File: config.mk
export PLATFORM = sky130hd
export DESIGN_NAME = bitstream_config_port
export DESIGN_NICKNAME = d
export VERILOG_FILES = /design/src/bitstream_config_port_notes_unused.sv /design/src/cfg_port_pkg.sv /design/src/pin_sync_if.sv /design/src/pin_sync.sv /design/src/bitstream_config_port.sv
export VERILOG_INCLUDE_DIRS = /design/src
export SDC_FILE = /design/constraint.sdc
export NUM_CORES = 1
export LEC_CHECK = 0
export ABC_AREA = 1
export BUFFER_PORTS_ARGS = -buffer_cell sky130_fd_sc_hd__buf_2
export CAP_MARGIN = 15
export CORE_ASPECT_RATIO = 0.75
export CORE_MARGIN = 5
export CORE_UTILIZATION = 34
export DETAILED_ROUTE_END_ITERATION = 8
export GPL_TIMING_DRIVEN = 0
export PLACE_DENSITY = 0.52
export SLEW_MARGIN = 0
export SYNTH_ARGS = -nofsm -noshare
export SYNTH_HDL_FRONTEND = slang
export SYNTH_SLANG_ARGS = --single-unit
export TNS_END_PERCENT = 1
File: constraint.sdc
create_clock -name clk -period 7.87 [get_ports clk]
set_input_delay 0.3935 -clock clk [delete_from_list [all_inputs] [get_ports clk]]
set_output_delay 0.3935 -clock clk [all_outputs]
set_load 0.005 [all_outputs]
File: src/cfg_port_map.svh
// Offsets, reset values and timing counts for the serial configuration port.
`ifndef CFG_PORT_MAP_SVH
`define CFG_PORT_MAP_SVH

// Clock period of clk in nanoseconds (25 MHz).
`define CFG_CLK_PERIOD_NS 40
// Least low width of the reconfiguration reset in nanoseconds.
`define CFG_RECONF_MIN_NS 320
// Least low width in clk cycles, rounded up.
`define CFG_RECONF_MIN_CYC ((`CFG_RECONF_MIN_NS + `CFG_CLK_PERIOD_NS - 1) / `CFG_CLK_PERIOD_NS)

// Bit positions in the synchronised pin vector.
`define CFG_PIN_RECONF 0
`define CFG_PIN_CHIPSEL 1
`define CFG_PIN_SSL 2
`define CFG_PIN_CLK 3
`define CFG_PIN_DATA 4
`define CFG_PIN_DONE 5
`define CFG_PIN_EXTCLK 6
`define CFG_PIN_ACTIVE 7
`define CFG_PIN_USEEXT 8
`define CFG_PIN_DIV 9
`define CFG_PIN_W 11
// Idle levels of the pins: reset, slave select, clocks high; the rest low.
`define CFG_PIN_RESET 11'h04D

// Divide select codes.
`define CFG_DIV_ONE 2'h0
`define CFG_DIV_TWO 2'h1
`define CFG_DIV_FOUR 2'h2
`define CFG_DIV_EIGHT 2'h3

`endif

File: src/bitstream_config_port_notes_unused.sv
// Intentionally empty compilation unit for the configuration port.
`default_nettype none
`default_nettype wire

File: src/cfg_port_pkg.sv
// Types shared by the configuration port modules.
`default_nettype none
package cfg_port_pkg;
   // Load sequence states, one-hot.
   typedef enum logic [3:0] {
      ST_LOAD = 4'h1,
      ST_RELEASE = 4'h2,
      ST_USER = 4'h4,
      ST_HOLD = 4'h8
   } cfg_state_type;
endpackage
`default_nettype wire

File: src/pin_sync_if.sv
// Carrier between the pin synchroniser and the configuration port.
`default_nettype none
interface pin_sync_if #(parameter int W = 11);
   logic [W-1:0] raw;
   logic [W-1:0] clean;
   modport sync (input raw, output clean);
   modport user (output raw, input clean);
endinterface
`default_nettype wire

File: src/pin_sync.sv
// Three-stage pin synchroniser that accepts a change once stages two and three agree.
`default_nettype none
module pin_sync #(
   parameter int W = 11,
   parameter logic [W-1:0] RESET_VALUE = '0
) (
   input wire logic clk,
   input wire logic rst,
   pin_sync_if.sync pins
);
   logic [W-1:0] stage1_r, stage2_r, stage3_r, clean_r;
   logic [W-1:0] clean_nxt;

   // Only bits whose last two stages agree may update; stage one feeds stage two alone.
   always_comb begin
      clean_nxt = clean_r;
      for (int i = 0; i < W; i++) begin
         if (stage2_r[i] == stage3_r[i]) begin
            clean_nxt[i] = stage3_r[i];
         end
      end
   end

   // Register the chain.
   always_ff @(posedge clk or posedge rst) begin
      if (rst) begin
         stage1_r <= RESET_VALUE;
         stage2_r <= RESET_VALUE;
         stage3_r <= RESET_VALUE;
         clean_r <= RESET_VALUE;
      end else begin
         stage1_r <= pins.raw;
         stage2_r <= stage1_r;
         stage3_r <= stage2_r;
         clean_r <= clean_nxt;
      end
   end

   assign pins.clean = clean_r;
endmodule
`default_nettype wire

File: src/bitstream_config_port.sv
// Serial bitstream configuration port: passive and active loading, done line and reconfiguration.
//
// Functional notes
// RQ1 - Host keeps chip select high throughout.
// RQ2 - Host keeps slave select low throughout.
// RQ3 - Data taken only on configuration clock edges.
// RQ4 - Host stops clock when data invalid.
// RQ5 - Host resumes with the next bit.
// RQ6 - Host gives 100 clocks after last bit.
// RQ7 - Host waits 32 us after reset release.
// RQ8 - Active mode divides clock by 1/2/4/8.
// RQ9 - Active mode may use external clock.
// RQ10 - Mode 3: idle high, sample rising.
// RQ11 - Host should avoid shared SPI slaves.
// RQ12 - Long reset low then release reconfigures.
// RQ13 - Release done line, enter user mode.
// RQ14 - Chip select low means not selected.
`include "cfg_port_map.svh"
`default_nettype none
module bitstream_config_port
   import cfg_port_pkg::*;
#(
   parameter int BITSTREAM_BITS = 1024,
   parameter int WORD_W = 32
) (
   input wire logic clk,
   input wire logic rst,
   input wire logic reconfigResetLow,
   input wire logic chipSelect,
   input wire logic port_slave_select_low,
   input wire logic bitstream_clock_in,
   input wire logic bitstream_data_in,
   input wire logic externalClock,
   input wire logic activeMode,
   input wire logic useExternalClock,
   input wire logic [1:0] divideSelect,
   input wire logic load_complete_flag_in,
   output logic bitstream_clock_out,
   output logic bitstream_clock_oe,
   output logic load_complete_flag_out,
   output logic load_complete_flag_oe,
   output logic [WORD_W-1:0] configWord,
   output logic configWordValid,
   output logic userMode
);
   localparam int CNT_W = $clog2(BITSTREAM_BITS + 1);
   localparam int WCNT_W = $clog2(WORD_W);
   localparam logic [CNT_W-1:0] LAST_BIT = CNT_W'(BITSTREAM_BITS - 1);
   localparam logic [3:0] RECONF_MIN = 4'(`CFG_RECONF_MIN_CYC);

   ////////////////////////////////////////////////////////////////////////////
   // Pin synchronisation.

   pin_sync_if #(.W(`CFG_PIN_W)) pins ();

   assign pins.raw = {divideSelect, useExternalClock, activeMode, externalClock,
                      load_complete_flag_in, bitstream_data_in, bitstream_clock_in,
                      port_slave_select_low, chipSelect, reconfigResetLow};

   pin_sync #(.W(`CFG_PIN_W), .RESET_VALUE(`CFG_PIN_RESET)) u_sync (
      .clk(clk),
      .rst(rst),
      .pins(pins)
   );

   logic reconfLow, chipSel, slaveSelLow, clkIn, dataIn, doneLine, extClk, active, useExt;
   logic [1:0] divSel;
   assign reconfLow = !pins.clean[`CFG_PIN_RECONF];
   assign chipSel = pins.clean[`CFG_PIN_CHIPSEL];
   assign slaveSelLow = pins.clean[`CFG_PIN_SSL];
   assign clkIn = pins.clean[`CFG_PIN_CLK];
   assign dataIn = pins.clean[`CFG_PIN_DATA];
   assign doneLine = pins.clean[`CFG_PIN_DONE];
   assign extClk = pins.clean[`CFG_PIN_EXTCLK];
   assign active = pins.clean[`CFG_PIN_ACTIVE];
   assign useExt = pins.clean[`CFG_PIN_USEEXT];
   assign divSel = pins.clean[`CFG_PIN_DIV +: 2];

   ////////////////////////////////////////////////////////////////////////////
   // State.

   cfg_state_type state_r, state_nxt;
   logic [CNT_W-1:0] bitCnt_r, bitCnt_nxt;
   logic [WCNT_W-1:0] wordCnt_r, wordCnt_nxt;
   logic [WORD_W-1:0] shift_r, shift_nxt, word_r, word_nxt;
   logic wordValid_r, wordValid_nxt;
   logic [3:0] lowCnt_r, lowCnt_nxt;
   logic [2:0] divCnt_r, divCnt_nxt;
   logic genClk_r, genClk_nxt;
   logic clkOe_r, clkOe_nxt;
   logic doneOe_r, doneOe_nxt;
   logic user_r, user_nxt;
   logic prevClkIn_r, prevExt_r;
   logic [2:0] halfLast;
   logic internalRun, genRise, passiveRise, extRise, captureEdge, enterHold;

   // Last divider count of each half period of the generated clock; output runs at clk / (2 * ratio).
   always_comb begin
      if (divSel == `CFG_DIV_ONE) begin
         halfLast = 3'h0;
      end else if (divSel == `CFG_DIV_TWO) begin
         halfLast = 3'h1;
      end else if (divSel == `CFG_DIV_FOUR) begin
         halfLast = 3'h3;
      end else begin
         halfLast = 3'h7;
      end
   end

   // Capture events; a stalled clock yields no edge, so no bit is taken.
   assign internalRun = (state_r == ST_LOAD) && active && !useExt;
   assign genRise = internalRun && (divCnt_r == halfLast) && !genClk_r; // [RQ8]
   assign extRise = extClk && !prevExt_r; // [RQ9]
   assign passiveRise = clkIn && !prevClkIn_r; // [RQ10]
   always_comb begin
      captureEdge = 1'b0;
      if (state_r == ST_LOAD && chipSel) begin // [RQ14]
         if (active) begin
            captureEdge = useExt ? extRise : genRise; // [RQ3]
         end else begin
            captureEdge = passiveRise && !slaveSelLow; // [RQ3]
         end
      end
   end
   assign enterHold = reconfLow && (lowCnt_r == RECONF_MIN - 4'h1);

   // Next-state logic for the load sequence, clock generator and done line.
   always_comb begin
      state_nxt = state_r;
      bitCnt_nxt = bitCnt_r;
      wordCnt_nxt = wordCnt_r;
      shift_nxt = shift_r;
      word_nxt = word_r;
      wordValid_nxt = 1'b0;
      lowCnt_nxt = reconfLow ? lowCnt_r : 4'h0;
      divCnt_nxt = 3'h0;
      genClk_nxt = 1'b1; // [RQ10]
      if (reconfLow && lowCnt_r != RECONF_MIN) begin
         lowCnt_nxt = lowCnt_r + 4'h1;
      end
      // The generated clock only runs while loading; a divider of one toggles every cycle.
      if (internalRun) begin
         genClk_nxt = genClk_r;
         divCnt_nxt = divCnt_r + 3'h1;
         if (divCnt_r == halfLast) begin
            divCnt_nxt = 3'h0;
            genClk_nxt = !genClk_r; // [RQ8]
         end
      end
      if (captureEdge) begin
         shift_nxt = {shift_r[WORD_W-2:0], dataIn}; // [RQ3]
         bitCnt_nxt = bitCnt_r + CNT_W'(1);
         wordCnt_nxt = wordCnt_r + WCNT_W'(1);
         if (wordCnt_r == WCNT_W'(WORD_W - 1)) begin
            word_nxt = {shift_r[WORD_W-2:0], dataIn};
            wordValid_nxt = 1'b1;
         end
      end
      case (state_r)
         ST_LOAD: begin
            if (captureEdge && bitCnt_r == LAST_BIT) begin
               state_nxt = ST_RELEASE;
            end
         end
         ST_RELEASE: begin
            // Another party may hold the line low to delay user mode.
            if (doneLine) begin
               state_nxt = ST_USER; // [RQ13]
            end
         end
         ST_USER: begin
            state_nxt = ST_USER;
         end
         ST_HOLD: begin
            if (!reconfLow) begin
               state_nxt = ST_LOAD; // [RQ12]
               bitCnt_nxt = '0;
               wordCnt_nxt = '0;
            end
         end
         default: begin
            state_nxt = ST_HOLD;
         end
      endcase
      if (enterHold) begin
         state_nxt = ST_HOLD; // [RQ12]
      end
      clkOe_nxt = !(state_nxt == ST_LOAD && active && !useExt);
      doneOe_nxt = (state_nxt == ST_RELEASE) || (state_nxt == ST_USER); // [RQ13]
      user_nxt = (state_nxt == ST_USER);
   end

   // Registers; power-on reset starts a load straight away.
   always_ff @(posedge clk or posedge rst) begin
      if (rst) begin
         state_r <= ST_LOAD;
         bitCnt_r <= '0;
         wordCnt_r <= '0;
         shift_r <= '0;
         word_r <= '0;
         wordValid_r <= 1'b0;
         lowCnt_r <= 4'h0;
         divCnt_r <= 3'h0;
         genClk_r <= 1'b1;
         clkOe_r <= 1'b1;
         doneOe_r <= 1'b0;
         user_r <= 1'b0;
         prevClkIn_r <= 1'b1;
         prevExt_r <= 1'b1;
      end else begin
         state_r <= state_nxt;
         bitCnt_r <= bitCnt_nxt;
         wordCnt_r <= wordCnt_nxt;
         shift_r <= shift_nxt;
         word_r <= word_nxt;
         wordValid_r <= wordValid_nxt;
         lowCnt_r <= lowCnt_nxt;
         divCnt_r <= divCnt_nxt;
         genClk_r <= genClk_nxt;
         clkOe_r <= clkOe_nxt;
         doneOe_r <= doneOe_nxt;
         user_r <= user_nxt;
         prevClkIn_r <= clkIn;
         prevExt_r <= extClk;
      end
   end

   // The done pin is open drain: it only ever drives low, so its data stays zero.
   assign bitstream_clock_out = genClk_r;
   assign bitstream_clock_oe = clkOe_r;
   assign load_complete_flag_out = 1'b0;
   assign load_complete_flag_oe = doneOe_r;
   assign configWord = word_r;
   assign configWordValid = wordValid_r;
   assign userMode = user_r;
endmodule
`default_nettype wire

# --- Word level (Yosys, flattened, before mapping) ---
# Index checks and enable logic that the tools add are counted.
word_totals:
  input_bits: 13
  word_cells: 107
  output_inout_bits: 38
  register_bits: 141
classes:
  eq_ne: 26
  muxes: 25
  n_addsub: 4
  reduce_logical: 24
op_table:
  columns: ["operator", "count"]
  rows:
  - ["two-way mux 11 bit", 3]
  - ["two-way mux 4 bit", 6]
  - ["one-hot mux 4 bit (4 select lines)", 1]
  - ["two-way mux 3 bit", 5]
  - ["two-way mux 5 bit", 3]
  - ["logical AND 1 bit", 13]
  - ["== test 4 x 3 -> 1 bit, second input constant", 3]
  - ["adder 11 x 1 -> 11 bit, second input constant", 1]
  - ["== test 1 bit", 11]
  - ["== test 11 x 10 -> 1 bit, second input constant", 1]
  - ["== test 4 x 1 -> 1 bit, second input constant", 2]
  - ["== test 4 x 2 -> 1 bit, second input constant", 2]
  - ["zero test 1 bit", 7]
  - ["two-way mux 1 bit", 7]
  - ["adder 5 x 1 -> 5 bit, second input constant", 1]
  - ["== test 5 bit, second input constant", 1]
  - ["adder 4 x 1 -> 4 bit, second input constant", 1]
  - ["== test 4 bit, second input constant", 1]
  - ["inequality test 4 bit, second input constant", 1]
  - ["adder 3 x 1 -> 3 bit, second input constant", 1]
  - ["== test 3 bit", 1]
  - ["== test 2 x 1 -> 1 bit, second input constant", 1]
  - ["== test 2 bit, second input constant", 1]
  - ["zero test 2 bit", 1]
  - ["other kinds (4)", 4]

# --- Logic depth before layout (Yosys ltp) ---
# Gate-level depths: netlist of run 1.
depth:
  word_depth: 18
  mapped_depth: 13
  depth_no_buf: 13

# --- Hierarchy ---
# A second synthesis of run 1 with hierarchy kept.
unflattened:
  cells_unflattened: 562
  area_unflattened_um2: 5635.4
by_module_without_submodules:
  columns: ["module", "n_inst", "cells_each", "area_per_inst_um2", "seq_area_each_um2"]
  rows:
  - ["bitstream_config_port", 1, 473, 4331.7, 2433.6]
  - ["pin_sync", 1, 89, 1303.8, 1121.1]

# --- Worst setup path before layout of run 1 ---
# Ideal clock, no wire load.
synth_path:
  kind: "register -> register"
  from: "register state_r[0]"
  to: "register word_r[10], in the netlist configWord[10]"
  synth_period_minus_slack_ps: 1543
  path_slack_ps: 6327
  path_buffers: 1
  arrival_ps: 1422
  setup_ps: 121
  stages_incl_launch_ff: 11
  t_required_ps: 7749
  cell_sequence: "dfstp_2 > nand3_1 > nor2_1 > nand3_1 > nand2_2 > nand2_4 > inv_4 > nand2_4 > buf_4 > nand2_1 > o21ai_1"
synth_between:
  elab_chain_len: 9
  word_cells_on_any_way: 10
  classes_between: "1 x eq/ne; 3 x mux; 6 x reduce/logical"
synth_rtl:
  columns: ["item", "line", "rtl"]
  rows:
  - ["from (decl)", "bitstream_config_port.sv:82", "cfg_state_type state_r, state_nxt;"]
  - ["from (signal assigned)", "bitstream_config_port.sv:211", "state_r <= state_nxt;"]
  - ["== test 4 x 1 -> 1 bit *", "bitstream_config_port.sv:111, bitstream_config_port.sv:117", null]
  - ["logical AND 1 bit (2 in series)", "bitstream_config_port.sv:111", "assign internalRun = (state_r == ST_LOAD) && active && !useExt;"]
  - ["logical AND 1 bit (2 in series)", "bitstream_config_port.sv:112", "assign genRise = internalRun && (divCnt_r == halfLast) && !genClk_r;"]
  - ["two-way mux 1 bit", "bitstream_config_port.sv:119", "captureEdge = useExt ? extRise : genRise;"]
  - ["two-way mux 1 bit", "bitstream_config_port.sv:118", "if (active) begin"]
  - ["two-way mux 1 bit *", "bitstream_config_port.sv:117", "if (state_r == ST_LOAD && chipSel) begin"]
  - ["AND reduction 2 bit (no line) *", null, null]
  - ["to (signal assigned)", "bitstream_config_port.sv:215", "word_r <= word_nxt;"]
  - ["to (decl)", "bitstream_config_port.sv:85", "logic [WORD_W-1:0] shift_r, shift_nxt, word_r, word_nxt;"]
# Mark *: on every way between the ends. The rest lies on a longest branch, timed or not.
# A chain may end at the register's enable or synchronous reset.

# --- Final worst setup path of run 1 ---
layout_path:
  from: "register u_sync.clean_r[0], in the netlist u_sync.pins.clean[0]"
  to: "register wordCnt_r[0]"
layout_between:
  elab_chain_len: 2
layout_rtl:
  columns: ["item", "line", "rtl"]
  rows:
  - ["from (decl)", "pin_sync.sv:11", "logic [W-1:0] stage1_r, stage2_r, stage3_r, clean_r;"]
  - ["from (signal assigned)", "pin_sync.sv:35", "clean_r <= clean_nxt;"]
  - ["two-way mux 5 bit", "bitstream_config_port.sv:175", "if (!reconfLow) begin"]
  - ["two-way mux 5 bit", "bitstream_config_port.sv:159", "case (state_r)"]
  - ["via wordCnt_nxt[0]", "bitstream_config_port.sv:84", "logic [WCNT_W-1:0] wordCnt_r, wordCnt_nxt;"]
  - ["to (signal assigned)", "bitstream_config_port.sv:213", "wordCnt_r <= wordCnt_nxt;"]
  - ["to (decl)", "bitstream_config_port.sv:84", null]
# The timed path passes the listed nets, and every way through them passes these cells.

==> out/results.tsv, run 1 <==
metric	value	unit
status	completed	
Buffers on Ports	49	
critical path endpoint category	flop	
CP arrival	2.20	ns
Final period util	24.37	%
Synth Area in XOR/XNOR	1.928	%
register bit total from synthesis	141	
Area growth syn-to-layout	20.22	%
cts bufs inserted	17	
Post-Syn Nets	544	
sequential element share of the synthesized area	65.21	%
CP max FO	9	
GP Congestion	0.8022	
final wirelength	9960	um
post-route ant nets	0	
Pwr per Cell Area	262.8	nW/um^2
Worst-path clk slew	0.06	ns
Peak VDD IR	0.0001523	V
total track usage	11.67	%
clk root buf	clkbuf_16	
Post-Syn Instances	525	
Max-slew headroom	53.64	%
Final Net Count	613	
Synth top area share	55.08	%
crit path to	wordCnt_r[0]$_DFF_PP0_	
vias	3549	
top post-synthesis cells by area	dfrtp_1, dfstp_2, nand2_1	
Skew-Pair Late Insertion Delay	0.41	ns
final setup vio count	0	
drt drc	0	
final critical-path required period	1.918	ns
DR pass1 iterations	4	
Starting DRT DRC Count	163	
Netlist cell types	31	
PostCTS Resize Cnt	0	
Setup CP Type	flop to flop	
Util after Layout	41.31	%
vias per cell	4.344	
Mapped Area	5451	um^2
Post-Synth Simple-Gate Area	13.91	%
die outline width	156.2	um
max-slew violation count	0	
Compound-Gate Fraction of Synth Area	8.286	%
Setup TNS Final	0	ns
CTS Sinks	141	
total gr overflow	0	
Reg2Reg Capture Point	wordCnt_r[0]$_DFF_PP0_	
Die Y	119.7	um
initial antenna violation count	0	
wire per inst	12.19	um
area leader, netlist	dfrtp_1	
Mean Syn Cell Area	10.38	um^2
Critical R2R Launch	u_sync.pins.clean[0]$_DFFE_PP1N_	
Die ar.	18690	um^2
Post-DP HPWL	6728	um
Clock Path Buffers	2	
Required @ worst endpoint	8.15	ns
DP Cell Count	785	
Worst-Margin Slew	0.6954	ns
first-pass GRT wire length	17460	um
ant diodes	0	
clk_skew	0.01273	ns
crit start category	flop	
mux contribution to synthesized area	0	%
Total Power	1723	uW
Worst Reg2Reg Path Length in Cells	6	
Final Non-Filler Cells	817	
Max Fclk	0.5213	GHz
warnings from Yosys	0	
CP Launch Point	u_sync.pins.clean[0]$_DFFE_PP1N_	
starting density of the core	34.36	%
vias in the first global route	3698	
Fillers	1532	
layout cells sized above 1	20.59	%
CTS Hold Buffers Added	0	
H-tree depth	4	
CTS tree	built	
Post-CTS Setup Repair Bufs	0	
Hold Path Class	input port to flop	
RSZ-0062 raised after global routing	false	
Core Region	15870	um^2
row cnt	40	
IO Pins	51	
R2R Setup Slk	5.95	ns
largest family of logic cells by synthesized area	simple AND/OR/NAND/NOR gates	
Max-Cap Viols	0	
largest net degree at the start of global routing	80	
post-synthesis adder-cell area fraction	3.397	%
leakage	0.003060	uW
Hold Fails Final Rpt	0	
[flip-flops by register name (all words and copies together), names as in the netlist, 3 cells and up]
register,cells
divCnt_r,3
u_sync.pins.clean,11
state_r,4
configWord,32
bitCnt_r,11
u_sync.stage2_r,11
lowCnt_r,4
u_sync.stage3_r,11
shift_r,31
wordCnt_r,5
u_sync.stage1_r,11
[through the flow]
stage	hold slack, ns	cell area, um^2	setup slack [ns]
2_1_floorplan	0.3312	5451	3.730
3_3_place_gp	0.3316	5959	2.169
3_5_place_dp	0.3355	5992	5.933
4_1_cts	0.05458	6554	5.926
5_1_grt	0.04469	6554	5.744
6_report	0.07901	6554	5.952
[cells by family (layout without fill, tap and decap cells)]
kind of cell,count (synthesis),count (layout)
and+or+nand+nor,182,182
adders and majority gates,17,17
other,1,1
buffers and inverters,84,166
DFF,141,141
AOI/OAI and AO/OA,88,88
xor gates and xnor gates,12,12
[power breakdown]
part | internal (uW) | switching [uW]
Sequential | 781 | 36.7
Clock | 469 | 287
Combinational | 53.5 | 95.5
[worst max-delay path, cell delays in order, from the launching register on]
cell and delay (ns):
dfstp_2 0.51, clkbuf_1 0.32, inv_1 0.14, nor2_2 0.40, inv_1 0.25, o21ai_0 0.13, a21oi_1 0.05
[layout by cell type, fill, tap and decap left out, types with 14 or more instances in the layout]
cell / n
o21ai_1: 64
o21ai_0: 16
nand3_1: 14
nor2_1: 36
dfstp_2: 21
dfrtp_1: 120
buf_2: 55
clkbuf_16: 17
nand2_1: 112
inv_1: 64
[layout make-up]
cell class / instances / area [um^2] / share of cell area (%)
Sequential cell: 141 / 3555 / 54.24
Multi-Input combinational cell: 300 / 1504 / 22.95
Clock buffer: 27 / 503.0 / 7.675
Timing Repair Buffer: 50 / 272.8 / 4.162
Tap cell: 210 / 262.8 / 4.009
Inverter: 66 / 255.2 / 3.895
Buffer: 18 / 142.6 / 2.176
Clock inverter: 5 / 58.81 / 0.8973
[metal layers]
layer	GRT usage [%]	routed length, um	vias to the layer above
met5	0	0	-
met4	4.715	129	0
met3	4.146	407	12
met2	17.36	4440	49
met1	15.56	4983	1691
li1	-	-	1797
[worst min-delay path by stage]
stage / from / to / slack, ns / cells after the start
global placement: u_sync.stage1_r[9]$_DFF_PP0_ / u_sync.stage2_r[9]$_DFF_PP0_ / 0.33 / 0
CTS: externalClock / u_sync.stage1_r[6]$_DFF_PP1_ / 0.05 / 1
detailed placement: u_sync.stage1_r[7]$_DFF_PP0_ / u_sync.stage2_r[7]$_DFF_PP0_ / 0.34 / 0
floorplan: u_sync.stage1_r[10]$_DFF_PP0_ / u_sync.stage2_r[10]$_DFF_PP0_ / 0.33 / 0
finish: load_complete_flag_in / u_sync.stage1_r[5]$_DFF_PP0_ / 0.08 / 1
global route: externalClock / u_sync.stage1_r[6]$_DFF_PP1_ / 0.04 / 1
[Yosys cell counts]
| cell type | count |
|---|---|
| nor2_1 | 36 |
| o221ai_1 | 1 |
| o21ai_1 | 64 |
| o21ai_0 | 16 |
| nand2_4 | 2 |
| maj3_1 | 11 |
| nand2_1 | 112 |
| nor3_2 | 1 |
| xnor2_1 | 2 |
| ha_1 | 6 |
| buf_6 | 6 |
| buf_4 | 3 |
| nor3b_1 | 2 |
| o21a_1 | 1 |
| o211a_1 | 1 |
| dfrtp_1 | 120 |
| nor2_2 | 5 |
| buf_2 | 6 |
| nand4_1 | 1 |
| clkbuf_1 | 2 |
| xor2_1 | 10 |
| a21oi_1 | 5 |
| inv_4 | 1 |
| conb_1 | 1 |
| nand2_2 | 1 |
| nor3_1 | 7 |
| buf_8 | 1 |
| or2_2 | 1 |
| dfstp_2 | 21 |
| nand3_1 | 14 |
| inv_1 | 65 |
(Power assumes the default switching activity.)
==> run 2: changes to the inputs <==
==> constraint.sdc (replaced) <==
create_clock -name clk -period 1.8 [get_ports clk]
set_input_delay 0.09 -clock clk [delete_from_list [all_inputs] [get_ports clk]]
set_output_delay 0.09 -clock clk [all_outputs]
set_load 0.005 [all_outputs]
==> out/results.tsv, run 2 (same netlist as run 1, synthesis figures left out) <==
metric	value	unit	change
Required @ worst endpoint	2.13	ns	-6.02 ns
Clock Path Buffers	2		unchanged
Total Power	8059	uW	+370%
final critical-path required period	1.675	ns	-0.2437 ns
most common cell after layout, fill and taps aside	dfrtp_1		
Skew-Pair Late Insertion Delay	0.41	ns	about the same
crit start category	flop		
GP Congestion	0.8064		+0.52%
clock share of power	46.5	%	+2.6 points
Die Y	119.7	um	unchanged
die outline width	156.2	um	unchanged
Max-slew headroom	60.06	%	+6.4 points
row cnt	40		unchanged
layout cells sized above 1	24.08	%	+3.5 points
CP Launch Point	u_sync.pins.clean[10]$_DFFE_PP0N_		
Final period util	93.03	%	+69 points
Setup CP Type	flop to flop		
Reg2Reg Capture Point	bitCnt_r[0]$_DFF_PP0_		
IO Pins	51		unchanged
max-slew violation count	0		unchanged
vias	3644		+2.7%
Hold Fails Final Rpt	0		unchanged
total gr overflow	0		unchanged
CP arrival	2.01	ns	-0.19 ns
Util after Layout	43.55	%	+2.2 points
ant diodes	0		unchanged
Worst-Margin Slew	0.5979	ns	-0.09748 ns
cell-internal power	6126	uW	+370%
post-route ant nets	0		unchanged
Peak VDD IR	0.0006647	V	+340%
CTS tree	built		
Starting DRT DRC Count	186		+14%
RSZ-0062 raised after global routing	true		
CP max FO	10		+1
status	completed		
Pwr per Cell Area	1166	nW/um^2	+340%
critical path endpoint category	flop		
leakage	0.003223	uW	+5.3%
hold slack	0.2880	ns	+0.2090 ns
Sw Pwr	1933	uW	+360%
CTS Sinks	141		unchanged
Logic pwr share	9.0	%	+0.4 points
Max-Cap Viols	0		unchanged
Core Region	15870	um^2	unchanged
max FFs per register	32		unchanged
final wirelength	10070	um	+1.1%
H-tree depth	4		unchanged
first-pass GRT wire length	17280	um	-1.0%
cts bufs inserted	17		unchanged
total track usage	11.57	%	-0.10 points
sw frac	23.99	%	-0.36 points
largest net degree at the start of global routing	32		-60%
initial antenna violation count	0		unchanged
Flop pwr share	44.4	%	-3.0 points
DR pass1 iterations	5		+1
drt drc	0		unchanged
vias per cell	4.354		+0.22%
R2R Setup Slk	0.13	ns	-5.83 ns
wire per inst	12.03	um	-1.3%
vias in the first global route	3554		-3.9%
Max Fclk	0.5972	GHz	+15%
most frequent cells in the layout	dfrtp_1, nand2_1, o21ai_1		
Worst-path clk slew	0.06	ns	about the same
Final Net Count	633		+3.3%
starting density of the core	34.36	%	unchanged
Setup TNS Final	0	ns	unchanged
Die ar.	18690	um^2	unchanged
final setup vio count	0		unchanged
Hold Path Class	input port to async pin		
clk_skew	0.008055	ns	-0.004677 ns
clk root buf	clkbuf_16		
Area growth syn-to-layout	26.74	%	
Critical R2R Launch	u_sync.pins.clean[10]$_DFFE_PP0N_		
Worst Reg2Reg Path Length in Cells	13		+7
Buffers on Ports	49		unchanged
Post-DP HPWL	6962	um	+3.5%
==> run 2: changes by cell type in the layout (fill, tap and decap cells not counted), moves of 3 or more <==
cell / change
buf_12: +4
buf_6: +3
bufinv_16: +3
nor2_1: -3
clkbuf_1: -7
dlygate4sd3_1: +12
buf_4: +6
buf_2: -5
==> run 2: cell type report <==
type / instances / area (um^2)
fill: 1474 / 8956
sequential: 141 / 3556
multi-input combinational: 300 / 1543
timing repair buffer: 71 / 490.5
clock buffer: 20 / 456.7
tap: 210 / 262.8
inverter: 66 / 254.0
clock inverter: 12 / 182.7
buffer: 17 / 163.9
==> run 2: worst max-delay path: stages (launching register included) <==
cell,delay [ns]
dfrtp_1,0.42
inv_2,0.08
nand2_1,0.04
nand2_1,0.07
nand3_2,0.08
nor2_2,0.13
nand3_1,0.09
nand2_2,0.10
nand2_4,0.08
inv_4,0.07
buf_6,0.14
buf_8,0.14
o21ai_1,0.06
nor2_1,0.10
==> run 2: power groups by stage <==
| stage | Clock, uW | Sequential, uW | Combinational (uW) |
|---|---|---|---|
| after CTS | 3850 | 3570 | 699 |
| after global routing | 3990 | 3610 | 843 |
| final | 3750 | 3580 | 729 |
| after detailed placement | 0 | 3620 | 667 |
| after floorplan | 0 | 3590 | 507 |
| after global placement | 0 | 3620 | 633 |
==> run 2: worst max-delay path by stage <==
stage / endpoint / slack [ns] / depth (start not counted)
floorplan: bitCnt_r[0]$_DFF_PP0_ / -0.04 / 1
global placement: configWord[20]$_DFFE_PP0P_ / -0.94 / 2
detailed placement: wordCnt_r[0]$_DFF_PP0_ / -0.13 / 6
CTS: wordCnt_r[0]$_DFF_PP0_ / 0.02 / 6
global route: bitCnt_r[0]$_DFF_PP0_ / -0.04 / 13
finish: bitCnt_r[0]$_DFF_PP0_ / 0.13 / 13
==> run 2: metal layers <==
layer / part of all wire [%] / global-route usage, % / vias to the layer above
met5: 0 / 0 / -
met1: 50 / 15.80 / 1740
met2: 46 / 16.79 / 49
met4: 0.71 / 4.390 / 0
met3: 3.9 / 4.290 / 4
li1: - / - / 1851
==> run 2: what timing repair did <==
action	in CTS	in global routing
buffers inserted	0	6
hold buffers	12	0
setup endpoints to repair	7	82
hold endpoints to repair	30	0
gates resized for setup	1	26
pin swaps	0	5
==> run 2: metrics by stage <==
stage	worst slack (ns)	area, um^2	std cells
final	0.1255	6909	837
after global routing	-0.03911	6909	837
after CTS	0.01588	6808	832
after detailed placement	-0.1311	6043	788
after global placement	-0.9361	5963	784
after floorplan	-0.03594	5455	525
